### src/hdl/smcg_cfg.svh
`ifndef SMCG_CFG_SVH
`define SMCG_CFG_SVH
`define SMCG_MODE_IDLE      3'h0
`define SMCG_MODE_ADC_NR    3'h1
`define SMCG_MODE_PDOWN     3'h2
`define SMCG_MODE_PSAVE     3'h3
`define SMCG_MODE_RSV4      3'h4
`define SMCG_MODE_RSV5      3'h5
`define SMCG_MODE_STBY      3'h6
`define SMCG_MODE_XSTBY     3'h7
`define SMCG_PERMIT_BIT     6
`define SMCG_STALL_CYC      4
`define SMCG_STBY_WAKE_CYC  6
`define SMCG_CNT_W          16
`endif

### src/hdl/smcg_pkg.sv
package smcg_pkg;
  typedef enum logic [2:0] {
    SMCG_ST_RUN,
    SMCG_ST_SLEEP,
    SMCG_ST_START,
    SMCG_ST_STALL
  } smcg_state_t;
  typedef struct packed {
    logic core_clock_domain;
    logic program_memory_clock_domain;
    logic peripheral_clock_domain;
    logic converter_clock_domain;
    logic async_timer_clock_domain;
    logic main_osc;
    logic timer_osc;
  } smcg_clk_en_t;
  typedef struct packed {
    logic ext_reset;
    logic wdt_reset;
    logic bod_reset;
    logic twi_match;
    logic timer2_ovf;
    logic timer2_cmp;
    logic nvm_ready;
    logic adc_done;
    logic other_io;
    logic irq0_level;
    logic irq1_level;
    logic irq0_any;
    logic irq1_any;
    logic irq2;
  } smcg_wake_t;
endpackage

### src/hdl/smcg_wake_filter.sv
`timescale 1ns/10ps
`include "smcg_cfg.svh"
module smcg_wake_filter (
  input  wire logic [2:0]         mode,
  input  wire logic               async_clocking_bit,
  input  wire logic               t2_ovf_ie,
  input  wire logic               t2_cmp_ie,
  input  wire logic               global_ie,
  input  wire smcg_pkg::smcg_wake_t src,
  output logic                    irq_wake,
  output logic                    rst_wake
);
  import smcg_pkg::*;
  logic ext_lvl;
  // Edge-only irq0/irq1 wake only in Idle
  assign ext_lvl = src.irq0_level | src.irq1_level | src.irq2;
  assign rst_wake = src.ext_reset | src.wdt_reset | src.bod_reset;
  always_comb begin
    irq_wake = 1'b0;
    case (mode)
      `SMCG_MODE_IDLE:   irq_wake = ext_lvl | src.irq0_any | src.irq1_any | src.twi_match
                                  | src.timer2_ovf | src.timer2_cmp | src.nvm_ready
                                  | src.adc_done | src.other_io;
      `SMCG_MODE_ADC_NR: irq_wake = ext_lvl | src.twi_match | src.timer2_ovf
                                  | src.timer2_cmp | src.nvm_ready | src.adc_done;
      `SMCG_MODE_PDOWN,
      `SMCG_MODE_STBY:   irq_wake = ext_lvl | src.twi_match;
      `SMCG_MODE_PSAVE,
      `SMCG_MODE_XSTBY:  irq_wake = ext_lvl | src.twi_match
                                  | (async_clocking_bit & global_ie
                                     & ((src.timer2_ovf & t2_ovf_ie)
                                        | (src.timer2_cmp & t2_cmp_ie)));
      default:           irq_wake = 1'b0;
    endcase
  end
endmodule

### src/hdl/smcg_top.sv
`timescale 1ns/10ps
`include "smcg_cfg.svh"
module smcg_top #(
  parameter int CNT_W = `SMCG_CNT_W
) (
  input  wire logic                 sys_clk,
  input  wire logic                 srst,
  input  wire logic [7:0]           power_ctrl,
  input  wire logic                 sleep_op,
  input  wire logic                 crystal_selected,
  input  wire logic [CNT_W-1:0]     startup_cycles,
  input  wire logic                 async_clocking_bit,
  input  wire logic                 t2_ovf_ie,
  input  wire logic                 t2_cmp_ie,
  input  wire logic                 global_ie,
  input  wire logic                 adc_enabled,
  input  wire smcg_pkg::smcg_wake_t wake_src,
  output smcg_pkg::smcg_clk_en_t    clk_en,
  output logic                      adc_start,
  output logic                      asleep,
  output logic                      core_stall,
  output logic                      irq_service,
  output logic                      reset_restart
);
  import smcg_pkg::*;
  smcg_state_t          st_r, st_nxt;
  logic [2:0]           mode_r, mode_nxt;
  logic [CNT_W-1:0]     cnt_r, cnt_nxt;
  smcg_clk_en_t         clk_r, clk_nxt;
  logic                 adc_r, adc_nxt;
  logic                 svc_r, svc_nxt;
  logic                 rrs_r, rrs_nxt;
  logic [2:0]           code;
  logic                 permit;
  logic                 valid_mode;
  logic                 irq_wake;
  logic                 rst_wake;
  smcg_clk_en_t         run_clk;
  smcg_clk_en_t         sleep_clk;
  logic [CNT_W-1:0]     wake_wait;

  assign code   = {power_ctrl[7], power_ctrl[5], power_ctrl[4]};
  assign permit = power_ctrl[`SMCG_PERMIT_BIT];
  assign run_clk = '1;

  smcg_wake_filter u_wake (
    .mode               (mode_r),
    .async_clocking_bit (async_clocking_bit),
    .t2_ovf_ie          (t2_ovf_ie),
    .t2_cmp_ie          (t2_cmp_ie),
    .global_ie          (global_ie),
    .src                (wake_src),
    .irq_wake           (irq_wake),
    .rst_wake           (rst_wake)
  );

  always_comb begin
    valid_mode = 1'b1;
    case (code)
      `SMCG_MODE_RSV4,
      `SMCG_MODE_RSV5:  valid_mode = 1'b0;
      `SMCG_MODE_STBY,
      `SMCG_MODE_XSTBY: valid_mode = crystal_selected;
      default:          valid_mode = 1'b1;
    endcase
  end

  always_comb begin
    sleep_clk = '0;
    case (code)
      `SMCG_MODE_IDLE: begin
        sleep_clk = run_clk;
        sleep_clk.core_clock_domain = 1'b0;
        sleep_clk.program_memory_clock_domain = 1'b0;
        sleep_clk.timer_osc = async_clocking_bit;
      end
      `SMCG_MODE_ADC_NR: begin
        sleep_clk.converter_clock_domain = 1'b1;
        sleep_clk.async_timer_clock_domain = 1'b1;
        sleep_clk.main_osc = 1'b1;
        sleep_clk.timer_osc = async_clocking_bit;
      end
      `SMCG_MODE_PDOWN: sleep_clk = '0;
      `SMCG_MODE_PSAVE: begin
        sleep_clk.async_timer_clock_domain = async_clocking_bit;
        sleep_clk.timer_osc = async_clocking_bit;
      end
      `SMCG_MODE_STBY: sleep_clk.main_osc = 1'b1;
      `SMCG_MODE_XSTBY: begin
        sleep_clk.main_osc = 1'b1;
        sleep_clk.async_timer_clock_domain = async_clocking_bit;
        sleep_clk.timer_osc = async_clocking_bit;
      end
      default: sleep_clk = run_clk;
    endcase
  end

  // Oscillator stopped modes wait the fuse start-up; Standby modes fixed six
  always_comb begin
    wake_wait = '0;
    case (mode_r)
      `SMCG_MODE_PDOWN,
      `SMCG_MODE_PSAVE: wake_wait = startup_cycles;
      `SMCG_MODE_STBY,
      `SMCG_MODE_XSTBY: wake_wait = CNT_W'(`SMCG_STBY_WAKE_CYC);
      default:          wake_wait = '0;
    endcase
  end

  always_comb begin
    st_nxt   = st_r;
    mode_nxt = mode_r;
    cnt_nxt  = cnt_r;
    clk_nxt  = clk_r;
    adc_nxt  = 1'b0;
    svc_nxt  = 1'b0;
    rrs_nxt  = 1'b0;
    case (st_r)
      SMCG_ST_RUN: begin
        clk_nxt = run_clk;
        if (sleep_op && permit && valid_mode) begin
          st_nxt   = SMCG_ST_SLEEP;
          mode_nxt = code;
          clk_nxt  = sleep_clk;
          adc_nxt  = adc_enabled && (code == `SMCG_MODE_IDLE ||
                                     code == `SMCG_MODE_ADC_NR);
        end
      end
      SMCG_ST_SLEEP: begin
        if (rst_wake) begin
          st_nxt  = SMCG_ST_RUN;
          clk_nxt = run_clk;
          rrs_nxt = 1'b1;
        end else if (irq_wake) begin
          clk_nxt = run_clk;
          if (wake_wait == '0) begin
            st_nxt  = SMCG_ST_STALL;
            cnt_nxt = CNT_W'(`SMCG_STALL_CYC - 1);
          end else begin
            st_nxt  = SMCG_ST_START;
            cnt_nxt = wake_wait - CNT_W'(1);
          end
        end
      end
      SMCG_ST_START: begin
        if (cnt_r == '0) begin
          st_nxt  = SMCG_ST_STALL;
          cnt_nxt = CNT_W'(`SMCG_STALL_CYC - 1);
        end else begin
          cnt_nxt = cnt_r - CNT_W'(1);
        end
      end
      SMCG_ST_STALL: begin
        if (cnt_r == '0) begin
          st_nxt  = SMCG_ST_RUN;
          svc_nxt = 1'b1;
        end else begin
          cnt_nxt = cnt_r - CNT_W'(1);
        end
      end
      default: begin
        st_nxt  = SMCG_ST_RUN;
        clk_nxt = run_clk;
      end
    endcase
  end

  always_ff @(posedge sys_clk) begin
    if (srst) begin
      st_r   <= SMCG_ST_RUN;
      mode_r <= `SMCG_MODE_IDLE;
      cnt_r  <= '0;
      clk_r  <= '1;
      adc_r  <= 1'b0;
      svc_r  <= 1'b0;
      rrs_r  <= 1'b0;
    end else begin
      st_r   <= st_nxt;
      mode_r <= mode_nxt;
      cnt_r  <= cnt_nxt;
      clk_r  <= clk_nxt;
      adc_r  <= adc_nxt;
      svc_r  <= svc_nxt;
      rrs_r  <= rrs_nxt;
    end
  end

  assign clk_en        = clk_r;
  assign adc_start     = adc_r;
  assign asleep        = (st_r == SMCG_ST_SLEEP);
  assign core_stall    = (st_r != SMCG_ST_RUN);
  assign irq_service   = svc_r;
  assign reset_restart = rrs_r;
endmodule

### config.mk
export PLATFORM = sky130hd
export DESIGN_NAME = smcg_top
export DESIGN_NICKNAME = d
export VERILOG_FILES = /design/src/hdl/smcg_pkg.sv /design/src/hdl/smcg_wake_filter.sv /design/src/hdl/smcg_top.sv
export VERILOG_INCLUDE_DIRS = /design/src /design/src/hdl
export SDC_FILE = /design/constraint.sdc
export NUM_CORES = 1
export LEC_CHECK = 0
export CAP_MARGIN = 40
export CORE_ASPECT_RATIO = 0.9
export CORE_MARGIN = 4
export CORE_UTILIZATION = 49
export CTS_CLUSTER_DIAMETER = 60
export CTS_CLUSTER_SIZE = 28
export DETAILED_ROUTE_END_ITERATION = 6
export DONT_BUFFER_PORTS = 1
export PLACE_DENSITY = 0.76
export SLEW_MARGIN = 20
export SYNTH_ARGS = -nofsm -noshare
export SYNTH_HDL_FRONTEND = slang
export SYNTH_SLANG_ARGS = --single-unit
export TNS_END_PERCENT = 1
### constraint.sdc
create_clock -name sys_clk -period 2.5 [get_ports sys_clk]
set_input_delay 0.5 -clock sys_clk [delete_from_list [all_inputs] [get_ports sys_clk]]
set_output_delay 0.5 -clock sys_clk [all_outputs]
set_load 0.02 [all_outputs]
==> flow_metrics.tcl, run 1 <==
set metrics [dict create \
    status "complete, no violations" \
    post-route-period-util_pct 89.99 \
    via_per_inst 6.489 \
    die_area_um2 6225 \
    skew_ps 10.11 \
    setup_violations 0 \
    syn_inst 304 \
    n_antenna_cell 0 \
    drc 0 \
    cp_max_fo 10 \
    cts_max_level 2 \
    die_h_um 75.25 \
    clock.fmax_mhz 444.5 \
    wl_per_cell_um 17.14 \
    cts_sinks 30 \
    ir_drop_mv 0.3750 \
    grt_max_degree 31 \
    final_hold_viol_count 0 \
    yosysTopAreaCellShare_pct 24.39 \
    wl_mm 6.306 \
    clkTransAtPathRegs_ps 70 \
    finalMaxSlewViolations 0 \
    dpl_cell_area_um2 2457 \
    synth_area_leaders "dfxtp_1 24%, o32ai_2 5.9%, a21oi_1 5.3%" \
    ant_nets 0 \
    clock_path_buffers 2 \
    finalPower_w 0.001118 \
    timing.final.crit_period_ps 2250 \
    worst_ep_arrival_time_ps 2400 \
    rows 24 \
    grt_pass1_vias 2188 \
    maxSlewHeadroom_pct 53.75 \
    netlist_area_um2 2462 \
    dp_hpwl_mm 4.751 \
    tightest_slew_ps 687.4 \
    grt_pass1_wl_mm 10.28 \
    cp.required_ps 2650 \
    antenna_found_initial 0 \
    design_area_um2 2557 \
    drt_iter0_drc 315 \
    drtPass1Iterations 5 \
    rsz0062_at_grt "false" \
    synth_area_per_cell_um2 8.100 \
    place.gp.congestion 0.8701 \
    gr-usage-all-layers_pct 21.49 \
    hold_class "in -> reg" \
    synth_top_area_cell "dfxtp_1" \
    fin_tns_setup_ps 0 \
    synthArstFlopShare_pct 0 \
    drive_above_1_share_pct 18.81 \
    core-area_um2 4865 \
    yosys_most_used_dff "dfxtp_1" \
    area_delta_synth_final_pct 3.862 \
    cts_tree "done" \
    synthMostInstantiatedCell "dfxtp_1" \
    yosysUniqueCellTypes 70 \
    multi_input_area_um2 1638 \
    power_density_nw_per_um2 437.0 \
    worst-setup-path-type "reg -> reg" \
    cts_setup_buffers 0 \
    cellLeakagePower_nw 0.9237 \
    start_util_pct 50.62 \
    ios 59 \
    post-place-ws_ps 150.3 \
    seq_area_frac_synth_pct 24.39 \
    whs_path_depth 1 \
    fill_cells 454 \
    port_buffers 0 \
    fin_ws_ps 250.2 \
    crit_path_end_kind "register" \
    seq_area_um2 600.6 \
    syn-num-nets 353 \
    vias 2388 \
    synth_edf_count 0 \
    yosys-top-cells-count "30 x dfxtp_1, 27 x nor2_1, 26 x a21oi_1, 26 x nand2_1, 23 x o21ai_0" \
    ys.warnings.count 0 \
    root_buffer "clkbuf_8" \
    ys_ff_latch 30 \
    final_nets 351 \
    start_kind "register" \
    overflow 0 \
    cap_violations 0 \
    clock_latency_ps 290 \
    die_x_um 82.73 \
    reg2reg_depth 8 \
    numCtsBuffers 5 \
]
[cell type report]
type / instances / area share [%]
timing repair buffer: 9 / 2.642
tap: 65 / 3.180
multi-input combinational: 236 / 64.04
clock inverter: 2 / 0.4892
sequential: 30 / 23.48
inverter: 20 / 2.935
clock buffer: 6 / 3.229
[layer usage]
layer | part of all wire (%) | track usage [%] | routed length, µm | vias up
li1 | - | - | - | 1127
met1 | 44 | 28.04 | 2792 | 1121
met2 | 45 | 35.05 | 2842 | 122
met3 | 8.1 | 4.904 | 513 | 18
met4 | 2.5 | 7.260 | 157 | 0
met5 | 0 | 0 | 0 | -
[kinds of logic after synthesis]
kind of cell	after synthesis	share of synthesized area, %
mux	5	2.134
simple gates	127	30.54
fa+ha+maj	2	1.016
flops	30	24.39
buf+inv	38	9.298
compound gates	98	31.20
xor+xnor	4	1.423
[placed cells by master (no fill, tap or decap), types with 3 or more instances in the layout]
master	instances
a31oi_1	8
a2111oi_2	3
and3_1	3
clkbuf_8	6
nor4_1	5
dfxtp_1	30
nor3_1	9
mux2i_1	3
a21oi_1	26
nor4_4	3
nand4_1	6
o21a_1	3
nand2b_1	7
nor2_1	27
or2_2	4
a32oi_1	3
nand2_1	26
o32ai_2	9
inv_1	19
nor2b_1	7
nor3b_1	3
nand3_1	7
buf_4	9
nor3_2	3
o21ai_0	23
[stage by stage]
| step | hold WS [ps] | util (%) | cells |
|---|---|---|---|
| 5_1_grt | 267.2 | 52.57 | 368 |
| 2_1_floorplan | 444.8 | - | 304 |
| 6_report | 284.9 | 52.57 | 368 |
| 3_5_place_dp | 458.6 | 50.51 | 360 |
| 3_3_place_gp | 448.6 | 50.51 | 360 |
| 4_1_cts | 267.7 | 52.47 | 368 |
[worst paths after layout]
check / startpoint / to / slack, ps
setup / recovery: mode_r[2]$_SDFFE_PP0P_ / cnt_r[9]$_SDFFE_PP0P_ / 250
hold / removal: srst / cnt_r[0]$_SDFFE_PP0P_ / 280
setup reg to reg: mode_r[2]$_SDFFE_PP0P_ / cnt_r[9]$_SDFFE_PP0P_ / 250
hold reg to reg: cnt_r[1]$_SDFFE_PP0P_ / cnt_r[1]$_SDFFE_PP0P_ / 470
[registers in the layout, indices dropped and copies added (netlist names)]
signal         flops
adc_start          1
st_r               2
cnt_r             16
clk_en             6
reset_restart      1
irq_service        1
mode_r             3
[where the power goes]
group          internal (W)  switching [W]  total, W  leakage [nW]
registers          0.000487      0.0000172  0.000504         0.243
clock network      0.000221       0.000194  0.000415        0.0472
logic             0.0000833       0.000115  0.000199         0.634
[what timing repair did]
item | 4_1_cts | 5_1_grt
gates resized for setup | 0 | 2
hold buffers | 0 | 0
endpoints found under the setup margin | 0 | 7
[worst max-delay path, cell delays in order, from the launching register on]
cell and delay, ps:
dfxtp_1 350, buf_4 190, nor4_4 370, o21ai_2 120, buf_4 180, a22oi_2 390
inv_1 180, a21oi_1 230, o32ai_2 110
Power figures use the tool's default switching activity.
==> run 2: changes to the inputs <==
--- a/config.mk
+++ b/config.mk
@@ -14,6 +14,7 @@
 export CTS_CLUSTER_SIZE = 28
 export DETAILED_ROUTE_END_ITERATION = 6
 export DONT_BUFFER_PORTS = 1
+export GPL_TIMING_DRIVEN = 0
 export PLACE_DENSITY = 0.76
 export SLEW_MARGIN = 20
 export SYNTH_ARGS = -nofsm -noshare
==> run 2 against run 1 <==
  * Combinational power grew 18%
  * Clock power grew 49%
  * Via count grew 3.9%
  * Sequential power shrank 1%
  * Global-route usage grew 0.66 points
  * Setup slack lost 160 ps
  * Sequential cell count is the same
==> flow_metrics.tcl, run 2 (synthesis gave the netlist of run 1 again) <==
set metrics [dict create \
    die_h_um 75.25 \
    wl_met3_um 536 \
    numCtsBuffers 5 \
    ir_drop_mv 0.3193 \
    n_antenna_cell 0 \
    wl_mm 6.846 \
    finalPower_w 0.001351 \
    design_area_um2 2749 \
    cp.required_ps 2710 \
    wl_met2_mm 3.172 \
    start_kind "register" \
    hold_class "in -> reg" \
    cp_max_fo 9 \
    cellLeakagePower_nw 1.001 \
    largest_register "cnt_r" \
    post-route-period-util_pct 96.30 \
    core-area_um2 4865 \
    clock_path_buffers 2 \
    overflow 0 \
    cp_cell_sequence "clkbuf_1 -> nor2b_4 -> nand2_1 -> ha_2 -> o21ai_4 -> o21ai_0 -> a311oi_1 -> a31oi_1 -> o22ai_2" \
    timing.final.crit_period_ps 2408 \
    root_buffer "clkbuf_8" \
    cts_sinks 30 \
    vias 2482 \
    dpl_cell_area_um2 2544 \
    gr-usage-all-layers_pct 22.16 \
    ios 59 \
    final_nets 362 \
    dr.max_layer_used "met4" \
    setup_violations 0 \
    dp_hpwl_mm 5.150 \
    antenna_found_initial 0 \
    worst-setup-path-type "reg -> reg" \
    die_area_um2 6225 \
    clkTransAtPathRegs_ps 70 \
    cts_max_level 2 \
    worst_ep_arrival_time_ps 2610 \
    cp_slowest_cell "nor2b_4" \
    maxSlewHeadroom_pct 58.03 \
    area_delta_synth_final_pct 11.64 \
    via_per_inst 6.549 \
    status "complete, no violations" \
    grt_max_degree 11 \
    place.gp.congestion 0.8947 \
    final_common_cell "dfxtp_1" \
    cp_slowest_stage_delay_ps 370 \
    cap_violations 0 \
    wl_per_cell_um 18.06 \
    wl_met1_mm 3.005 \
    crit_path_end_kind "register" \
    final_hold_viol_count 0 \
    fin_tns_setup_ps 0 \
    clock_latency_ps 280 \
    drive_above_1_share_pct 20.70 \
    largest_register_ffs 16 \
    skew_ps 8.856 \
    tightest_slew_ps 623.8 \
    rows 24 \
    postCtsHoldBufs 0 \
    cp_num_buf_inv 1 \
    die_x_um 82.73 \
    finalMaxSlewViolations 0 \
    cp_top_family "compound AO/OA/AOI/OAI gates" \
    port_buffers 0 \
    grt_pass1_wl_mm 10.63 \
    whs_ps 320.9 \
    grt_pass1_vias 2316 \
    ant_nets 0 \
    power_density_nw_per_um2 491.4 \
    final_cell_mix "30 x dfxtp_1, 27 x nor2_1, 26 x nand2_1, 26 x a21oi_1, 23 x o21ai_0" \
    post-place-ws_ps -198.0 \
    drt_iter0_drc 353 \
    drtPass1Iterations 5 \
    fin_ws_ps 92.50 \
    cts_tree "done" \
    start_util_pct 50.62 \
    drc 0 \
    clock.fmax_mhz 415.4 \
]
-- run 2: cell count changes in the layout (fill, tap and decap cells not counted), moves of 2 or more --
cell       change
buf_4          -6
bufinv_16      +2
clkbuf_4       +2
buf_6          +6
clkbuf_1       +4
-- run 2: cell type report --
type | instances | area (µm²)
clock buffer | 6 | 82.58
timing repair buffer | 3 | 20.02
clock inverter | 2 | 60.06
fill | 453 | 2116
multi-input combinational | 236 | 1675
inverter | 20 | 75.07
buffer | 17 | 153.9
sequential | 30 | 600.6
tap | 65 | 81.33
-- run 2: worst paths after layout --
check,slack (ps),cells after the start,endpoint,start
min reg2reg,490,2,cnt_r[1]$_SDFFE_PP0P_,cnt_r[1]$_SDFFE_PP0P_
max reg2reg,90,9,cnt_r[8]$_SDFFE_PP0P_,mode_r[1]$_SDFFE_PP0P_
max,90,9,cnt_r[8]$_SDFFE_PP0P_,mode_r[1]$_SDFFE_PP0P_
min,320,1,clk_en[1]$_SDFFE_PP1P_,power_ctrl[5]
-- run 2: stage by stage --
stage,cells,util [%]
2_1_floorplan,304,-
3_3_place_gp,369,52.29
3_5_place_dp,369,52.29
4_1_cts,376,55.48
5_1_grt,379,56.51
6_report,379,56.51
-- run 2: worst reg2reg max path, delay by kind of cell, from the launching register on --
family / cells / cell delay [ps]
DFF: 1 / 310
AOI/OAI and AO/OA: 5 / 1020
buffers and inverters: 1 / 270
and+or+nand+nor: 2 / 500
adders and majority gates: 1 / 240
-- run 2: per-layer routing --
metal	up-vias	global-route usage, %
li1	1150	-
met1	1187	28.90
met2	127	35.50
met3	18	5.742
met4	0	7.804
met5	-	0
-- run 2: timing repair --
item / 4_1_cts / 5_1_grt
pin swaps: 0 / 1
gates resized for setup: 5 / 5
setup endpoints to repair: 7 / 4
setup buffers: 0 / 2
-- run 2: where the power goes --
group          switching (W)  internal, W
registers          0.0000114     0.000487
clock network       0.000192     0.000425
logic               0.000139    0.0000958
total               0.000343      0.00101
==> run 3: changes to the inputs <==
--- a/config.mk
+++ b/config.mk
@@ -9,13 +9,14 @@
 export CAP_MARGIN = 40
 export CORE_ASPECT_RATIO = 0.9
 export CORE_MARGIN = 4
-export CORE_UTILIZATION = 49
+export CORE_UTILIZATION = 55
+export CTS_BUF_LIST = sky130_fd_sc_hd__clkbuf_4 sky130_fd_sc_hd__clkbuf_8
 export CTS_CLUSTER_DIAMETER = 60
 export CTS_CLUSTER_SIZE = 28
 export DETAILED_ROUTE_END_ITERATION = 6
 export DONT_BUFFER_PORTS = 1
 export GPL_TIMING_DRIVEN = 0
-export PLACE_DENSITY = 0.76
+export PLACE_DENSITY = 0.83
 export SLEW_MARGIN = 20
 export SYNTH_ARGS = -nofsm -noshare
 export SYNTH_HDL_FRONTEND = slang
==> run 3 against run 2 <==
  * Clock skew decreased by 2.8 ps
  * Clock power decreased by 17%
  * Via count decreased by 3.0%
  * Core utilization increased by 7.9 points
  * Routed wire length decreased by 0.73%
  * Sequential power about the same
  * Global-route usage increased by 2.1 points
  * Critical endpoint unchanged
  * Highest routed layer unchanged
==> flow_metrics.tcl, run 3 (synthesis gave the netlist of run 1 again) <==
set metrics [dict create \
    status "complete, no violations" \
    port_buffers 0 \
    rrSetupSlack_ps 120 \
    final_nets 359 \
    setup_violations 0 \
    cp.required_ps 2720 \
    via_per_inst 6.505 \
    overflow 0 \
    crit_path_end_kind "register" \
    start_kind "register" \
    tightest_slew_ps 854.1 \
    final_common_cell "dfxtp_1" \
    fin_ws_ps 119.5 \
    drive_above_1_share_pct 20.32 \
    dp_hpwl_mm 5.062 \
    cp_max_fo 9 \
    drtPass1Iterations 4 \
    numCtsBuffers 5 \
    grt_pass1_wl_mm 10.88 \
    whs_path_depth 1 \
    design_area_um2 2713 \
    whs_ps 321.9 \
    skew_ps 6.034 \
    area_delta_synth_final_pct 10.16 \
    root_buffer "clkbuf_8" \
    multi_input_area_um2 1698 \
    worst-setup-path-type "reg -> reg" \
    worst_ep_arrival_time_ps 2600 \
    largest_register "cnt_r" \
    final_hold_viol_count 0 \
    cts_sinks 30 \
    gr-usage-all-layers_pct 24.27 \
    clkTransAtPathRegs_ps 60 \
    grt_pass1_vias 2263 \
    wl_mm 6.796 \
    r2r-start "mode_r[1]$_SDFFE_PP0P_" \
    die_x_um 78.53 \
    min_to "clk_en[1]$_SDFFE_PP1P_" \
    post-route-period-util_pct 95.22 \
    antenna_found_initial 0 \
    drc 0 \
    timing.final.crit_period_ps 2381 \
    cellLeakagePower_nw 0.9867 \
    ant_nets 0 \
    wl_per_cell_um 18.37 \
    dpl_cell_area_um2 2537 \
    clock_latency_ps 290 \
    worstHoldStart "power_ctrl[5]" \
    core-area_um2 4212 \
    drt_iter0_drc 243 \
    vias 2407 \
    clock.fmax_mhz 420.1 \
    ir_drop_mv 0.3978 \
    reg2reg_depth 9 \
    fill_cells 384 \
    power_density_nw_per_um2 459.2 \
    post-place-ws_ps -284.2 \
    largest_register_ffs 16 \
    rows 22 \
    die_area_um2 5613 \
    cts_tree "done" \
    seq_area_um2 600.6 \
    cap_violations 0 \
    place.gp.congestion 0.9396 \
    maxSlewHeadroom_pct 42.54 \
    cts_max_level 2 \
    n_antenna_cell 0 \
    start_util_pct 58.47 \
    r2r_end "cnt_r[8]$_SDFFE_PP0P_" \
    finalMaxSlewViolations 0 \
    final_cell_mix "30 x dfxtp_1, 27 x nor2_1, 26 x a21oi_1, 25 x nand2_1, 22 x o21ai_0" \
    clock_path_buffers 2 \
    hold_class "in -> reg" \
    die_h_um 71.48 \
    grt_max_degree 11 \
    ios 59 \
    postCtsHoldBufs 0 \
]
-- run 3: critical path, cell delays in order (launching register included) --
cell and delay, ps:
dfxtp_1 310, clkbuf_1 290, nor2b_4 390, nand2_2 120, ha_4 200, o21ai_4 140
o21ai_0 220, a311oi_2 370, a31oi_1 120, o22ai_2 130
-- run 3: final cells by class --
| class | count | share of cell area, % |
|---|---|---|
| inverters | 20 | 2.768 |
| multi-input cells | 236 | 62.59 |
| clock buffers | 6 | 3.044 |
| flip-flops and latches | 30 | 22.14 |
| clock inverters | 1 | 1.107 |
| plain buffers | 17 | 5.581 |
| well taps | 60 | 2.768 |
-- run 3: layer usage --
| metal | global-route usage, % | part of all wire (%) |
|---|---|---|
| met4 | 11.07 | 2.9 |
| met2 | 37.89 | 46 |
| met1 | 32.11 | 43 |
| met5 | 0 | 0 |
| met3 | 5.151 | 7.4 |
-- run 3: per-stage QoR --
stage,total power (W),TNS [ps],cells,utilization [%]
2_1_floorplan,0.0006851,0,304,-
3_3_place_gp,0.0007247,-722.5,364,60.25
3_5_place_dp,0.0007289,-1150,364,60.25
4_1_cts,0.001237,0,371,63.58
5_1_grt,0.001290,-8.788,370,64.41
6_report,0.001246,0,370,64.41
-- run 3: worst max path at each step --
stage,startpoint,end,slack (ps),cells past startpoint
floorplan,mode_r[1]$_SDFFE_PP0P_,cnt_r[14]$_SDFFE_PP0P_,140,10
global placement,mode_r[1]$_SDFFE_PP0P_,cnt_r[8]$_SDFFE_PP0P_,-240,10
detailed placement,mode_r[1]$_SDFFE_PP0P_,cnt_r[8]$_SDFFE_PP0P_,-280,10
CTS,mode_r[1]$_SDFFE_PP0P_,cnt_r[14]$_SDFFE_PP0P_,2,10
global route,mode_r[1]$_SDFFE_PP0P_,cnt_r[8]$_SDFFE_PP0P_,-9,9
finish,mode_r[1]$_SDFFE_PP0P_,cnt_r[8]$_SDFFE_PP0P_,120,9
-- run 3: report_power, final --
group          switching, W  total (W)  internal [W]  leakage [nW]
Clock              0.000194   0.000513      0.000319        0.0573
Sequential        0.0000112   0.000498      0.000487         0.243
Combinational      0.000139   0.000234     0.0000955         0.687
-- run 3: timing repair --
item | 4_1_cts | 5_1_grt
endpoints found under the setup margin | 10 | 5
gates resized for setup | 6 | 9
buffers inserted | 0 | 0
endpoints found under the hold margin | 0 | 0
cloned | 0 | 0
